`src/design/mcs_defines.svh`:
```
// Purpose: offsets, field positions and reset values of the carrier select block
// Assumes: APB with 32-bit data, one aligned word per register
// Notes: register offsets are local choices
`ifndef MCS_DEFINES_SVH
`define MCS_DEFINES_SVH

`define MCS_OFS_HICAR        12'h000
`define MCS_OFS_LOCAR        12'h004
`define MCS_OFS_MODCTL       12'h008
`define MCS_OFS_MODSRC       12'h00C

`define MCS_BIT_PIN_OFF      7
`define MCS_BIT_INVERT       6
`define MCS_BIT_SYNC         5
`define MCS_CAR_WMASK        8'hEF

`define MCS_BIT_MOD_ON       7
`define MCS_BIT_PIN_OE       6
`define MCS_BIT_SLEW         5
`define MCS_BIT_OUT_INV      4
`define MCS_BIT_OUT_VIEW     3
`define MCS_BIT_SOFT_LEVEL   0
`define MCS_MODCTL_WMASK     8'hF1
`define MCS_MODCTL_RESET     8'h20

`define MCS_MODSRC_WMASK     8'h8F
`define MCS_CAR_RESET        8'h00
`define MCS_MODSRC_RESET     8'h00

`define MCS_SRC_GROUND       4'h0
`define MCS_SRC_PIN_A        4'h1
`define MCS_SRC_PIN_B        4'h2
`define MCS_SRC_REFCLK       4'h3
`define MCS_SRC_PWM0         4'h4
`define MCS_NUM_PWM          4
`define MCS_NUM_MODSRC       11

`endif

```
`src/design/mcs_pkg.sv`:
```
// Purpose: types shared by the carrier select block
// Assumes: widths fixed as documented
// Notes: constants live in mcs_defines.svh
package mcs_pkg;
   typedef logic [3:0] mcs_sel_t;

   typedef struct packed {
      logic     pinOff;
      logic     invert;
      logic     edgeSync;
      logic     unused;
      mcs_sel_t select;
   } mcs_carrier_s;

   typedef struct packed {
      logic       carrierPinA;
      logic       carrierPinB;
      logic       refClock;
      logic [3:0] pwm;
   } mcs_sources_s;

   typedef enum logic [1:0] {
      MCS_USE_LO  = 2'b00,
      MCS_WAIT_HI = 2'b01,
      MCS_USE_HI  = 2'b11,
      MCS_WAIT_LO = 2'b10
   } mcs_state_e;
endpackage

```
`src/design/mcs_carrier_path.sv`:
```
// Purpose: picks and conditions one carrier
// Assumes: sources already synchronised to clk_sys
// Notes: reserved codes give a constant low source
`timescale 1ns/10ps
`include "mcs_defines.svh"
module mcs_carrier_path (
   // configuration
   input  wire mcs_pkg::mcs_carrier_s cfg,
   // sources
   input  wire mcs_pkg::mcs_sources_s src,
   // results
   output logic                       carrier,
   output logic [6:0]                 pinDriveOff
);
   import mcs_pkg::*;

   function automatic logic pickSource(input mcs_sel_t sel, input mcs_sources_s s);
      logic r;
      r = 1'b0;
      unique case (sel)
         `MCS_SRC_GROUND: r = 1'b0;
         `MCS_SRC_PIN_A:  r = s.carrierPinA;
         `MCS_SRC_PIN_B:  r = s.carrierPinB;
         `MCS_SRC_REFCLK: r = s.refClock;
         4'h4, 4'h5, 4'h6, 4'h7: r = s.pwm[sel[1:0]];
         default:         r = 1'b0;
      endcase
      return r;
   endfunction

   wire picked;
   assign picked = pickSource(cfg.select, src);
   assign carrier = picked ^ cfg.invert;

   // bit i of pinDriveOff stands for source code i+1
   always_comb begin
      pinDriveOff = 7'h00;
      if (cfg.pinOff && cfg.select != `MCS_SRC_GROUND && !cfg.select[3]) begin
         pinDriveOff[cfg.select[2:0] - 3'h1] = 1'b1;
      end
   end
endmodule // mcs_carrier_path

```
`src/design/mcs_sync2.sv`:
```
// Purpose: two-flop synchroniser for a bundle of pin levels
// Assumes: levels, not pulses
// Notes: first stage feeds only the second
`timescale 1ns/10ps
module mcs_sync2 #(
   parameter int W = 8
) (
   // clock
   input  wire logic         clk_sys,
   input  wire logic         rst,
   input  wire logic         clkEn,
   // data
   input  wire logic [W-1:0] din,
   output logic [W-1:0]      dout
);
   logic [W-1:0] stage1_reg;
   always_ff @(posedge clk_sys or posedge rst) begin
      if (rst) begin
         stage1_reg <= '0;
         dout       <= '0;
      end else if (clkEn) begin
         stage1_reg <= din;
         dout       <= stage1_reg;
      end
   end
endmodule // mcs_sync2

```
`src/design/mcs_modulator.sv`:
```
// Functional notes
// - high pin-off bit set disables the chosen high source's pin drive
// - high invert bit inverts the selected high carrier
// - high sync: switch high to low waits for high carrier falling edge
// - high select: ground, pin a, pin b, reference clock, four pwm outputs
// - select codes 1000 to 1111 connect no source
// - low pin-off bit set disables the chosen low source's pin drive
// - low invert bit inverts the selected low carrier
// - low sync: switch low to high waits for low carrier falling edge
// - low select uses the same encoding as high select
// - bit 4 of both carrier registers reads zero, writes ignored
// - carrier fields have no defined power-on value, survive other resets
// - modulation level one picks high carrier, zero picks low
// - modulator off gives no output; on mixes carriers and modulation
// - output invert bit inverts the mixed carrier before the enable; a disabled modulator still drives low
//
// Purpose: carrier selection, conditioning and mixing, with APB registers
// Assumes: clk_sys 50 MHz; all pin sources asynchronous
// Notes: rst models the non-power-on resets; carrier fields keep value through it
`timescale 1ns/10ps
`include "mcs_defines.svh"
module mcs_modulator (
   // clock and reset
   input  wire logic                 clk_sys,
   input  wire logic                 rst,
   input  wire logic                 clkEn,
   // apb slave
   input  wire logic                 psel,
   input  wire logic                 penable,
   input  wire logic                 pwrite,
   input  wire logic [11:0]          paddr,
   input  wire logic [31:0]          pwdata,
   output logic [31:0]               prdata,
   output logic                      pready,
   output logic                      pslverr,
   // carrier and modulation sources
   input  wire mcs_pkg::mcs_sources_s carrierSrc,
   input  wire logic [10:1]          modSrc,
   // outputs
   output logic                      modOut,
   output logic                      modPinOe,
   output logic [6:0]                hiPinDriveOff,
   output logic [6:0]                loPinDriveOff,
   output logic                      modSrcPinDriveOff
);
   import mcs_pkg::*;

   mcs_carrier_s hiCfg_reg;
   mcs_carrier_s loCfg_reg;
   logic [7:0]   modCtl_reg;
   logic [7:0]   modSrc_reg;
   mcs_state_e   state_reg;
   mcs_state_e   state_next;
   logic         out_reg;
   logic         hiPrev_reg;
   logic         loPrev_reg;
   logic         outView_reg;

   mcs_sources_s srcSync;
   logic [10:1]  modSync;
   logic         hiCarrier;
   logic         loCarrier;

   mcs_sync2 #(.W(17)) u_sync (
      .clk_sys (clk_sys),
      .rst     (rst),
      .clkEn   (clkEn),
      .din     ({carrierSrc, modSrc}),
      .dout    ({srcSync, modSync})
   );

   mcs_carrier_path u_hi (
      .cfg         (hiCfg_reg),
      .src         (srcSync),
      .carrier     (hiCarrier),
      .pinDriveOff (hiPinDriveOff)
   );

   mcs_carrier_path u_lo (
      .cfg         (loCfg_reg),
      .src         (srcSync),
      .carrier     (loCarrier),
      .pinDriveOff (loPinDriveOff)
   );

   // bus decode; the slave answers in the access cycle with no wait
   wire wrEn    = psel && penable && pwrite && clkEn;
   wire hitHi   = paddr == `MCS_OFS_HICAR;
   wire hitLo   = paddr == `MCS_OFS_LOCAR;
   wire hitCtl  = paddr == `MCS_OFS_MODCTL;
   wire hitSrc  = paddr == `MCS_OFS_MODSRC;
   wire mapped  = hitHi || hitLo || hitCtl || hitSrc;
   assign pready  = 1'b1;
   assign pslverr = psel && penable && !mapped;

   // bit 4 masked on read and write
   wire [7:0] wrCar = pwdata[7:0] & `MCS_CAR_WMASK;

   // carrier registers have no reset term so they hold across rst
   always_ff @(posedge clk_sys) begin
      if (wrEn && hitHi) begin
         hiCfg_reg <= wrCar;
      end
      if (wrEn && hitLo) begin
         loCfg_reg <= wrCar;
      end
   end

   always_ff @(posedge clk_sys or posedge rst) begin
      if (rst) begin
         modCtl_reg <= `MCS_MODCTL_RESET;
         modSrc_reg <= `MCS_MODSRC_RESET;
      end else if (wrEn && hitCtl) begin
         modCtl_reg <= pwdata[7:0] & `MCS_MODCTL_WMASK;
      end else if (wrEn && hitSrc) begin
         modSrc_reg <= pwdata[7:0] & `MCS_MODSRC_WMASK;
      end
   end

   wire [7:0] ctlView = {modCtl_reg[7:4], outView_reg, modCtl_reg[2:0]};
   wire [7:0] rdByte  = hitHi  ? (hiCfg_reg & `MCS_CAR_WMASK) :
                        hitLo  ? (loCfg_reg & `MCS_CAR_WMASK) :
                        hitCtl ? ctlView :
                        hitSrc ? modSrc_reg : 8'h00;
   assign prdata = {24'h000000, rdByte};

   // modulation level: soft bit or a synchronised source; reserved gives low
   wire [3:0] mSel = modSrc_reg[3:0];
   wire inRange    = mSel != 4'h0 && mSel <= 4'hA;
   wire level = (mSel == 4'h0) ? modCtl_reg[`MCS_BIT_SOFT_LEVEL] :
                inRange ? modSync[mSel] : 1'b0;
   assign modSrcPinDriveOff = modSrc_reg[7];

   wire hiFall  = hiPrev_reg && !hiCarrier;
   wire loFall  = loPrev_reg && !loCarrier;
   wire hiSync  = hiCfg_reg.edgeSync;
   wire loSync  = loCfg_reg.edgeSync;

   // carrier switch with optional edge wait
   always_comb begin
      state_next = state_reg;
      unique case (state_reg)
         MCS_USE_LO:  if (level) state_next = (loSync && !loFall) ? MCS_WAIT_HI : MCS_USE_HI;
         MCS_WAIT_HI: if (!level) state_next = MCS_USE_LO;
                      else if (loFall) state_next = MCS_USE_HI;
         MCS_USE_HI:  if (!level) state_next = (hiSync && !hiFall) ? MCS_WAIT_LO : MCS_USE_LO;
         MCS_WAIT_LO: if (level) state_next = MCS_USE_HI;
                      else if (hiFall) state_next = MCS_USE_LO;
      endcase
   end

   wire useHi = state_reg == MCS_USE_HI || state_reg == MCS_WAIT_LO;
   wire mixed = useHi ? hiCarrier : loCarrier;
   wire modOn = modCtl_reg[`MCS_BIT_MOD_ON];

   always_ff @(posedge clk_sys or posedge rst) begin
      if (rst) begin
         state_reg   <= MCS_USE_LO;
         out_reg     <= 1'b0;
         hiPrev_reg  <= 1'b0;
         loPrev_reg  <= 1'b0;
         outView_reg <= 1'b0;
      end else if (clkEn) begin
         state_reg   <= state_next;
         hiPrev_reg  <= hiCarrier;
         loPrev_reg  <= loCarrier;
         // polarity first, enable last: a disabled modulator stays low
         out_reg     <= modOn & (mixed ^ modCtl_reg[`MCS_BIT_OUT_INV]);
         outView_reg <= out_reg;
      end
   end

   assign modOut   = out_reg;
   assign modPinOe = modCtl_reg[`MCS_BIT_PIN_OE];

   // helper: a carrier register is known once software has written it; before
   // that its power-on value is undefined, so the checks on it stay quiet
   // limitation: rst clears these too, so holding across rst is left to the bench
   logic hiKnown_reg;
   logic loKnown_reg;
   always_ff @(posedge clk_sys or posedge rst) begin
      if (rst) begin
         hiKnown_reg <= 1'b0;
         loKnown_reg <= 1'b0;
      end else begin
         if (wrEn && hitHi) begin
            hiKnown_reg <= 1'b1;
         end
         if (wrEn && hitLo) begin
            loKnown_reg <= 1'b1;
         end
      end
   end
endmodule // mcs_modulator

```
`config.mk`:
```
export PLATFORM = sky130hd
export DESIGN_NAME = mcs_modulator
export DESIGN_NICKNAME = d
export VERILOG_FILES = /design/src/design/mcs_pkg.sv /design/src/design/mcs_carrier_path.sv /design/src/design/mcs_sync2.sv /design/src/design/mcs_modulator.sv
export VERILOG_INCLUDE_DIRS = /design/src /design/src/design
export SDC_FILE = /design/constraint.sdc
export NUM_CORES = 1
export LEC_CHECK = 0
export ABC_AREA = 1
export BUFFER_PORTS_ARGS = -buffer_cell sky130_fd_sc_hd__buf_4
export CAP_MARGIN = 20
export CORE_ASPECT_RATIO = 0.7
export CORE_MARGIN = 8
export CORE_UTILIZATION = 46
export CTS_CLUSTER_DIAMETER = 120
export DETAILED_ROUTE_END_ITERATION = 12
export PLACE_DENSITY = 0.74
export SLEW_MARGIN = 0
export SYNTH_ARGS = -nofsm -noshare
export SYNTH_HDL_FRONTEND = slang
export SYNTH_SLANG_ARGS = --single-unit
```
`constraint.sdc`:
```
create_clock -name clk_sys -period 1.5 [get_ports clk_sys]
set_input_delay 0.075 -clock clk_sys [delete_from_list [all_inputs] [get_ports clk_sys]]
set_output_delay 0.075 -clock clk_sys [all_outputs]
set_load 0.02 [all_outputs]
```
# After elaboration in Yosys (flattened, before gate mapping)
# Index checks and enable logic that the tools add are counted.
# W data, S select, Z words.
[totals]
out_inout_bits = 51
wordCells = 126
ff_bits = 64
in_bits = 67
[classes]
bitwise_logic = 5
n_mux = 30
n_eq_ne = 24
order_cmp = 8
add_sub_neg = 2
reduce_logical = 40
[op_table]
columns = ["operator", "n"]
rows = [
  ["$eq A4 B3 Y1 const B", 8],
  ["$mux W8", 4],
  ["$eq A12 B4 Y1 const B", 2],
  ["$logic_and A1 B1 Y1", 19],
  ["$eq A4 B2 Y1 const B", 4],
  ["$mux W2", 8],
  ["$mux W7", 2],
  ["$eq A12 B3 Y1 const B", 1],
  ["$logic_not A12 Y1", 1],
  ["$reduce_bool A4 Y1", 3],
  ["$eq A4 B1 Y1 const B", 2],
  ["$lt A3 B4 Y1 const B", 2],
  ["$mux W1", 8],
  ["$pmux W1 S4", 2],
  ["$pmux W2 S4", 1],
  ["$reduce_or A4 Y1", 2],
  ["$logic_not A1 Y1", 7],
  ["$demux W1 S3", 2],
  ["$ge A3 B1 Y1 const B", 2],
  ["$lt A2 B3 Y1 const B", 2],
  ["$ne A3 B3 Y1 const B", 2],
  ["$sub A3 B1 Y3 const B", 2],
  ["$lt A4 B5 Y1 const B", 1],
  ["$reduce_and A5 Y1", 1],
  ["other kinds (13)", 21],
]

# Longest topological paths before layout
# Gate-level depths: netlist (run 1).
[depth]
ltp_word = 11
ltp_mapped = 14
mapped_depth_nobuf = 14

# Hierarchy
# From an unflattened synthesis (run 1), not the netlist that was laid out.
[hier_totals]
hier_cells = 464
hier_area_um2 = 3699.8
[by_module_without_submodules]
columns = ["module", "n_inst", "seq_area_each_um2", "cells_each", "area_each_um2"]
rows = [
  ["mcs_modulator", 1, 822.0, 219, 1884.3],
  ["mcs_sync2", 1, 850.8, 145, 1317.5],
  ["mcs_carrier_path", 2, 0.0, 50, 249.0],
]

# Least setup slack after synthesis (run 1)
# No wires, ideal clock.
[synth_path]
path_type = "register to output"
from = "register hiCfg_reg[0] (netlist name)"
to = "output port hiPinDriveOff[6]"
setup_slack_ns = -0.198
stages_incl_launch_ff = 6
n_path_buf = 0
required_time_ns = 1.425
t_arrival_ns = 1.623
path_cell_list = "edfxtp_1 > inv_1 > ha_1 > a211oi_1 > nand2_1 > nor3_1"
[synth_between]
elab_chain_cells = 6
word_cells_on_any_way = 10
classes_between = "1 x add/sub; 2 x order compare; 3 x mux; 4 x reduce/logical"
[synth_rtl]
columns = ["item", "line_no", "source"]
rows = [
  ["from (decl)", "mcs_modulator.sv:48", "mcs_carrier_s hiCfg_reg;"],
  ["from (signal assigned)", "mcs_modulator.sv:102", "hiCfg_reg <= wrCar;"],
  ["$sub A3 B1 Y3", "mcs_carrier_path.sv:39", "pinDriveOff[cfg.select[2:0] - 3'h1] = 1'b1;"],
  ["$lt A3 B4 Y1 (implied by the code) / $ge A3 B1 Y1 (equally long branches)", "mcs_carrier_path.sv:39", ""],
  ["$logic_and A1 B1 Y1 (implied by the code)", "mcs_carrier_path.sv:39", ""],
  ["$mux W1 (implied by the code)", "mcs_carrier_path.sv:39", ""],
  ["$demux W1 S3", "--", ""],
  ["$mux W7 *", "mcs_carrier_path.sv:38", "if (cfg.pinOff && cfg.select != `MCS_SRC_GROUND && !cfg.select[3]) begin"],
  ["to (decl)", "mcs_modulator.sv:42", "output logic [6:0] hiPinDriveOff,"],
]
# Every way passes the cells marked *; elsewhere a longest branch is shown, timed or not.

# Worst setup path after layout (run 1)
[layout_path]
from = "register loCfg_reg[1] (netlist name)"
to = "register state_reg[0]"
[layout_between]
elab_chain_cells = 8
word_cells_on_any_way = 16
classes_between = "8 x eq/ne; 3 x mux; 1 x bitwise; 4 x reduce/logical"
[layout_rtl]
columns = ["item", "line_no", "source"]
rows = [
  ["from (decl)", "mcs_modulator.sv:49", "mcs_carrier_s loCfg_reg;"],
  ["from (signal assigned)", "mcs_modulator.sv:105", "loCfg_reg <= wrCar;"],
  ["$eq A4 B3 Y1 / $bmux W1 S2 (equally long branches)", "mcs_carrier_path.sv:20, mcs_carrier_path.sv:25", ""],
  ["$reduce_or A4 Y1 / $mux W1 (equally long branches)", "mcs_carrier_path.sv:20, mcs_carrier_path.sv:25", ""],
  ["$pmux W1 S4 *", "mcs_carrier_path.sv:20", "unique case (sel)"],
  ["$xor A1 B1 Y1 *", "mcs_carrier_path.sv:33", "assign carrier = picked ^ cfg.invert;"],
  ["$logic_not A1 Y1 *", "mcs_modulator.sv:135", "wire loFall = loPrev_reg && !loCarrier;"],
  ["$logic_and A1 B1 Y1 *", "mcs_modulator.sv:135", ""],
  ["$ne A3 B3 Y1 (no source line) *", "--", ""],
  ["$reduce_and A5 Y1 (no source line) *", "--", ""],
  ["to (signal assigned)", "mcs_modulator.sv:164", "state_reg <= state_next;"],
  ["to (decl)", "mcs_modulator.sv:52", "mcs_state_e state_reg;"],
]
# Every way passes the cells marked *; elsewhere a longest branch is shown, timed or not. The select of a mux whose other input is x is not followed.
# A chain may end at the register's enable or synchronous reset.

==> flow_summary.toml, run 1 <==
[status]
status = "finished, violations left"
violations = "setup timing"

[critical_path]
critPathMaxFanout = 3
crit_top_cell = "nand2_1"
slowest_stage = "edfxtp_1"
path_cells = "buf_6 > ha_2 > nand2_1 > nand3_2 > nand3_2 > nand2_1 > nand2_1 > nand3_1 > nand2_1 > nand2_1 > nand2_2 > nand2_2 > nand2_1 > nand2_1"
endpoint = "state_reg[0]$_DFFE_PP0P_"
end_kind = "flop"
worst-setup-path-type = "reg2reg"
r2r_cells = 14
reg2reg_to = "state_reg[0]$_DFFE_PP0P_"
critPathRequiredTime_ns = 1.75
cp-start-kind = "flop"
critPathLaunch = "loCfg_reg[1]$_DFFE_PP_"
reg2reg_setup_slack_ns = -0.59
worstReg2RegStart = "loCfg_reg[1]$_DFFE_PP_"
arrival_ns = 2.34
critical-path-max-stage-delay_ns = 0.48

[placed_design]
pre_cts_slack_ns = -0.293
dp_hpwl_um = 7270
place_inst = 634
io_buffers = 68
dpl_cell_area_mm2 = 0.00440
place_congestion = 0.874

[clock_tree]
cts.sinks = 64
cts_max_level = 3
worstSkewPairLatency_ns = 0.36
cts-root-buf = "clkbuf_8"
clk_pin_slew_ns = 0.08
clk_path_buf_depth = 2
cts-buffers-inserted = 9
cts_tree = "built"

[global_routing]
antenna_found_initial = 0
busiest_layer = "met2"
met2_usage_pct = 31.0
grt_usage_pct = 18.7
grtUsageMet3_pct = 4.68
grt_pass1_wl_um = 16500
grt_pass1_vias = 3374
use_met1_pct = 23.5
grt-ovfl-total = 0
grt_max_degree = 47

[sta]
fin_ws_ns = -0.595
rsz0062_at_grt = "yes"
final-hold-violation-count = 0
finalCriticalPeriod_ns = 2.09
tns_ns = -8.30
fin_skew_ns = 0.00988
fmax_mhz = 477
min_period_over_period_pct = 140
setup_viol = 25
drv_slew = 0

[die]
coreArea_mm2 = 0.00770
rows = 27
die_w_um = 121
start_util_pct = 46.5
die_area_mm2 = 0.0109
io_pins = 118
die_y_um = 89.8

[synth]
ys_ff_latch = 64
synth_cells = 441
synth-xor-area-share_pct = 0.489
syn_area_mm2 = 0.00358
synth-simple-area-share_pct = 24.4
synth_fa_ha_area_share_pct = 5.24
synth_top_family_by_area = "simple AND/OR/NAND/NOR gates"
yosysUniqueCellTypes = 36
ys_seq_area_share_pct = 46.7
yosysWarnings = 0
synth.avg_cell_area_um2 = 8.12
synth_compound_area_share_pct = 8.56
muxShareOfSynthArea_pct = 1.78

[finish]
nets = 671
postLayoutCellArea_mm2 = 0.00552
area_growth_pct = 54.3
final_cells = 695
drive_above_1_share_pct = 38.6
n_antenna_cell = 0

[power]
power_density_mw_per_mm2 = 753
totalPowerFinal_mw = 4.16
leakagePower_nw = 2.75
vdd_drop_max_v = 0.000452

[routing]
avgRoutedWirePerCell_um = 18.0
detail_route.wirelength_um = 12500
ant_nets = 0
dr.first_iter.drc_count = 344
via_per_inst = 5.25
drc = 0
drtPass1Iterations = 7
vias = 3650

[job]
maxCapViolCount = 0

[worst_hold_path]
min_from = "paddr[2]"
hp-class = "in2reg"
[logic make-up after synthesis]
family / Yosys count
AO/OA/AOI/OAI: 56
XOR/XNOR: 2
adder cells (fa/ha/maj): 15
buffers and inverters: 93
flip-flops: 64
multiplexers: 5
other: 2
AND/OR/NAND/NOR: 204
[what timing repair did]
action / in CTS / in global routing
endpoints found under the hold margin: 87 / 0
pin swaps: 21 / 40
resized for setup: 58 / 86
buffers inserted: 10 / 9
setup endpoints to repair: 24 / 26
hold buffers: 27 / 0
[report_power, final]
| group | internal [mW] | switching [mW] |
|---|---|---|
| logic | 0.322 | 0.502 |
| registers | 1.90 | 0.0953 |
| clock network | 0.595 | 0.747 |
| total | 2.81 | 1.34 |
[Yosys cell counts]
| master | number | area (µm²) |
|---|---|---|
| nand2_1 | 130 | 488 |
| conb_1 | 2 | 7.51 |
| dfrtp_1 | 49 | 1230 |
| or2_2 | 2 | 12.5 |
| nand2_4 | 1 | 11.3 |
| dfstp_2 | 1 | 26.3 |
| nor2_2 | 1 | 6.26 |
| a22oi_1 | 1 | 7.51 |
| or2_4 | 1 | 8.76 |
| nor3_1 | 3 | 15.0 |
| mux2_4 | 2 | 30.0 |
| mux2_2 | 3 | 33.8 |
| buf_2 | 1 | 5.00 |
| ha_1 | 15 | 188 |
| nand4_2 | 1 | 12.5 |
| edfxtp_1 | 14 | 420 |
| nand3b_1 | 2 | 15.0 |
| inv_2 | 1 | 3.75 |
| nand3_4 | 1 | 17.5 |
| buf_4 | 25 | 188 |
| inv_1 | 56 | 210 |
| xnor2_1 | 2 | 17.5 |
| a21oi_1 | 7 | 35.0 |
| o211ai_1 | 1 | 7.51 |
| nor2_1 | 30 | 113 |
| o22ai_1 | 1 | 6.26 |
| o21ai_0 | 39 | 195 |
| nor3_4 | 1 | 16.3 |
| o221ai_1 | 4 | 35.0 |
| nand4_1 | 1 | 6.26 |
| a211oi_1 | 2 | 15.0 |
| clkbuf_1 | 9 | 33.8 |
| nand3_1 | 28 | 140 |
| clkinv_4 | 1 | 8.76 |
| and2_1 | 2 | 12.5 |
| o21ai_1 | 1 | 5.00 |
[metrics by stage]
step	util (%)	hold WS, ns
2_1_floorplan	-	0.174
3_3_place_gp	57.1	0.141
3_5_place_dp	57.1	0.137
4_1_cts	66.6	0.208
5_1_grt	71.7	0.234
6_report	71.7	0.236
[how the worst min path moves through the flow]
stage / end / slack [ns] / cells after the start
final: modSrc_reg[1]$_DFFE_PP0P_ / 0.24 / 3
after CTS: modSrc_reg[1]$_DFFE_PP0P_ / 0.21 / 3
after global placement: u_sync.stage1_reg[12]$_DFFE_PP0P_ / 0.14 / 3
after global routing: modSrc_reg[2]$_DFFE_PP0P_ / 0.23 / 3
after floorplan: hiCfg_reg[0]$_DFFE_PP_ / 0.17 / 0
after detailed placement: u_sync.stage1_reg[15]$_DFFE_PP0P_ / 0.14 / 3
[critical path, delay by kind of cell (launching register included)]
| kind | cells | cell delay (ns) |
|---|---|---|
| fa+ha+maj | 1 | 0.19 |
| buf+inv | 1 | 0.17 |
| flops | 1 | 0.48 |
| simple gates | 12 | 1.16 |
[layer usage]
layer  wire length [µm]  up-vias  share of wire, %
li1                   -     1646                 -
met1               4600     1755                37
met2               6310      189                51
met3                970       60               7.8
met4                611        0               4.9
met5                  0        -                 0
[layout make-up]
type / instances / area [µm²]
tap: 101 / 126
inverter: 58 / 228
multi-input combinational: 307 / 2000
fill: 549 / 2180
sequential: 64 / 1670
clock buffer: 9 / 124
clock inverter: 7 / 47.5
timing repair buffer: 149 / 1330
[cells in the final DEF (no fill, tap or decap), types with 3 or more instances in the layout]
cell type,instances
nand2_1,113
buf_4,85
dfrtp_1,49
inv_1,48
buf_6,37
o21ai_0,31
dlygate4sd3_1,27
conb_1,25
nand3_1,18
nor2_1,15
edfxtp_1,14
nor2_4,13
nand2_4,9
nand3_2,9
nand2_2,9
clkbuf_8,9
inv_2,8
ha_4,7
o21ai_1,6
ha_1,6
a21oi_1,5
o221ai_2,4
clkinvlp_4,4
or2_4,3
nor2_2,3
o21ai_2,3
mux2_2,3
Power figures use the tool's default switching activity.
==> run 2, diff against run 1 <==
- CORE_ASPECT_RATIO: 0.7 -> default
- CORE_UTILIZATION: 46 -> 51
- PLACE_DENSITY: 0.74 -> 0.77
- clock period: 1.5 -> 2.31 ns (I/O delays scaled with it)
==> flow_summary.toml, run 2 (same netlist as run 1, synthesis figures left out) <==
[die]
coreArea_mm2 = 0.00679
die_w_um = 99.8
die_area_mm2 = 0.00996
die_y_um = 99.8
start_util_pct = 52.7
rows = 30
io_pins = 118

[sta]
whs_ns = -0.00158
setup_viol = 0
worst_pin_slew_ns = 0.833
tns_ns = 0
fmax_mhz = 488
fin_skew_ns = 0.0117
min_period_over_period_pct = 88.7
slew_headroom_pct = 44.4
drv_slew = 0
final-hold-violation-count = 1
rsz0062_at_grt = "no"
finalCriticalPeriod_ns = 2.05

[power]
vdd_drop_max_v = 0.000659
leakagePower_nw = 2.35
switching_share_pct = 29.8
power_switching_mw = 0.766
clockPowerShare_pct = 32.8
internal_power_mw = 1.80
sequentialPowerShare_pct = 50.0
p_comb_share_pct = 17.2
power_density_mw_per_mm2 = 568

[global_routing]
grt-ovfl-total = 0
antenna_found_initial = 0
grt_usage_pct = 18.1
grt_pass1_vias = 3076
grt_pass1_wl_um = 14500
grt_max_degree = 52

[critical_path]
worst-setup-path-type = "reg2out"
end_kind = "output port"
cp-start-kind = "flop"
arrival_ns = 1.93
critPathRequiredTime_ns = 2.19
critPathMaxFanout = 5

[clock_tree]
cts-buffers-inserted = 9
ctsResizeCount = 0
cts_tree = "built"
cts.sinks = 64
cts_max_level = 3
clk_path_buf_depth = 2
worstSkewPairLatency_ns = 0.35
clk_pin_slew_ns = 0.07
cts-root-buf = "clkbuf_8"

[finish]
drive_above_1_share_pct = 19.6
area_growth_pct = 26.2
fillers = 548
final_cell_mix = "nand2_1, buf_4, inv_1"
final_common_cell = "nand2_1"
final_cells = 638
multi_input_area_mm2 = 0.00154
seq_area_mm2 = 0.00167
nets = 619
n_antenna_cell = 0

[routing]
via_per_inst = 4.85
drc = 0
avgRoutedWirePerCell_um = 13.9
vias = 3093
ant_nets = 0
dr.first_iter.drc_count = 221
drtPass1Iterations = 5
detail_route.wirelength_um = 8840

[placed_design]
place_congestion = 0.929
place_inst = 598
io_buffers = 68
dp_hpwl_um = 6630

[job]
maxCapViolCount = 0

[status]
status = "finished, violations left"
violations = "hold timing"

[worst_hold_path]
hp-class = "in2reg"
-- run 2: cell types whose count changed in the layout (fill, tap and decap cells not counted), sizes merged --
| cell | previous run | this run |
|---|---|---|
| buf | 122 | 74 |
| dlygate4sd3 | 27 | 23 |
| clkinvlp | 4 | 2 |
| clkinv | 4 | 5 |
| inv | 57 | 58 |
-- run 2: timing repair --
| item | 4_1_cts | 5_1_grt |
|---|---|---|
| setup buffers | 0 | 1 |
| hold buffers | 23 | 0 |
| setup endpoints to repair | 0 | 3 |
| hold endpoints to repair | 78 | 0 |
-- run 2: final cells by class --
class / count / share of cell area (%)
Clock inverter: 7 / 1.05
Clock buffer: 9 / 2.74
Inverter: 58 / 4.93
Multi-Input combinational cell: 307 / 34.2
Sequential cell: 64 / 37.0
Tap cell: 96 / 2.66
Timing Repair Buffer: 97 / 17.4
-- run 2: metal layers --
metal / vias to the layer above / share of wire (%) / global-route usage, % / wire [µm]
met5: - / 0 / 0 / 0
met1: 1414 / 42 / 21.6 / 3730
li1: 1537 / - / - / -
met3: 16 / 7.8 / 5.61 / 693
met4: 0 / 1.6 / 5.82 / 137
met2: 126 / 48 / 30.3 / 4280
-- run 2: path summary, 6_finish.rpt --
path	startpoint	endpoint	slack [ns]	cells past startpoint
min	carrierSrc[2]	u_sync.stage1_reg[12]$_DFFE_PP0P_	-0.002	3
min reg2reg	u_sync.stage1_reg[1]$_DFFE_PP0P_	u_sync.stage1_reg[1]$_DFFE_PP0P_	0.48	2
max in group asynchronous	rst	modCtl_reg[5]$_DFFE_PP1P_	1.51	4
min in group asynchronous	rst	u_sync.stage1_reg[11]$_DFFE_PP0P_	0.22	3
max	loCfg_reg[1]$_DFFE_PP_	loPinDriveOff[2]	0.26	7
max reg2reg	loCfg_reg[1]$_DFFE_PP_	state_reg[1]$_DFFE_PP0P_	0.33	13
-- run 2: power groups by stage --
stage                     clock network (mW)  registers, mW  logic (mW)
after global placement                     0           1.30       0.387
after global routing                   0.904           1.29       0.515
after floorplan                            0           1.29       0.316
after detailed placement                   0           1.30       0.409
after CTS                              0.854           1.28       0.443
final                                  0.842           1.28       0.442
-- run 2: through the flow --
stage / hold slack, ns / instance area (µm²) / utilization, % / total power, mW / worst slack [ns]
after global routing: 0.0180 / 4520 / 66.5 / 2.71 / 0.0537
after CTS: 0.00158 / 4510 / 66.4 / 2.58 / 0.178
after global placement: 0.0319 / 4110 / 60.5 / 1.69 / 0.383
after floorplan: 0.214 / 3670 / - / 1.61 / 0.572
after detailed placement: 0.0375 / 4110 / 60.5 / 1.71 / 0.321
final: -0.00158 / 4520 / 66.5 / 2.57 / 0.261
-- run 2: worst max-delay path: stages, from the launching register on --
cell and delay (ns):
edfxtp_1 0.45, inv_1 0.19, ha_1 0.19, xnor2_1 0.16
inv_1 0.08, or2_2 0.28, nor2_1 0.09, buf_4 0.15
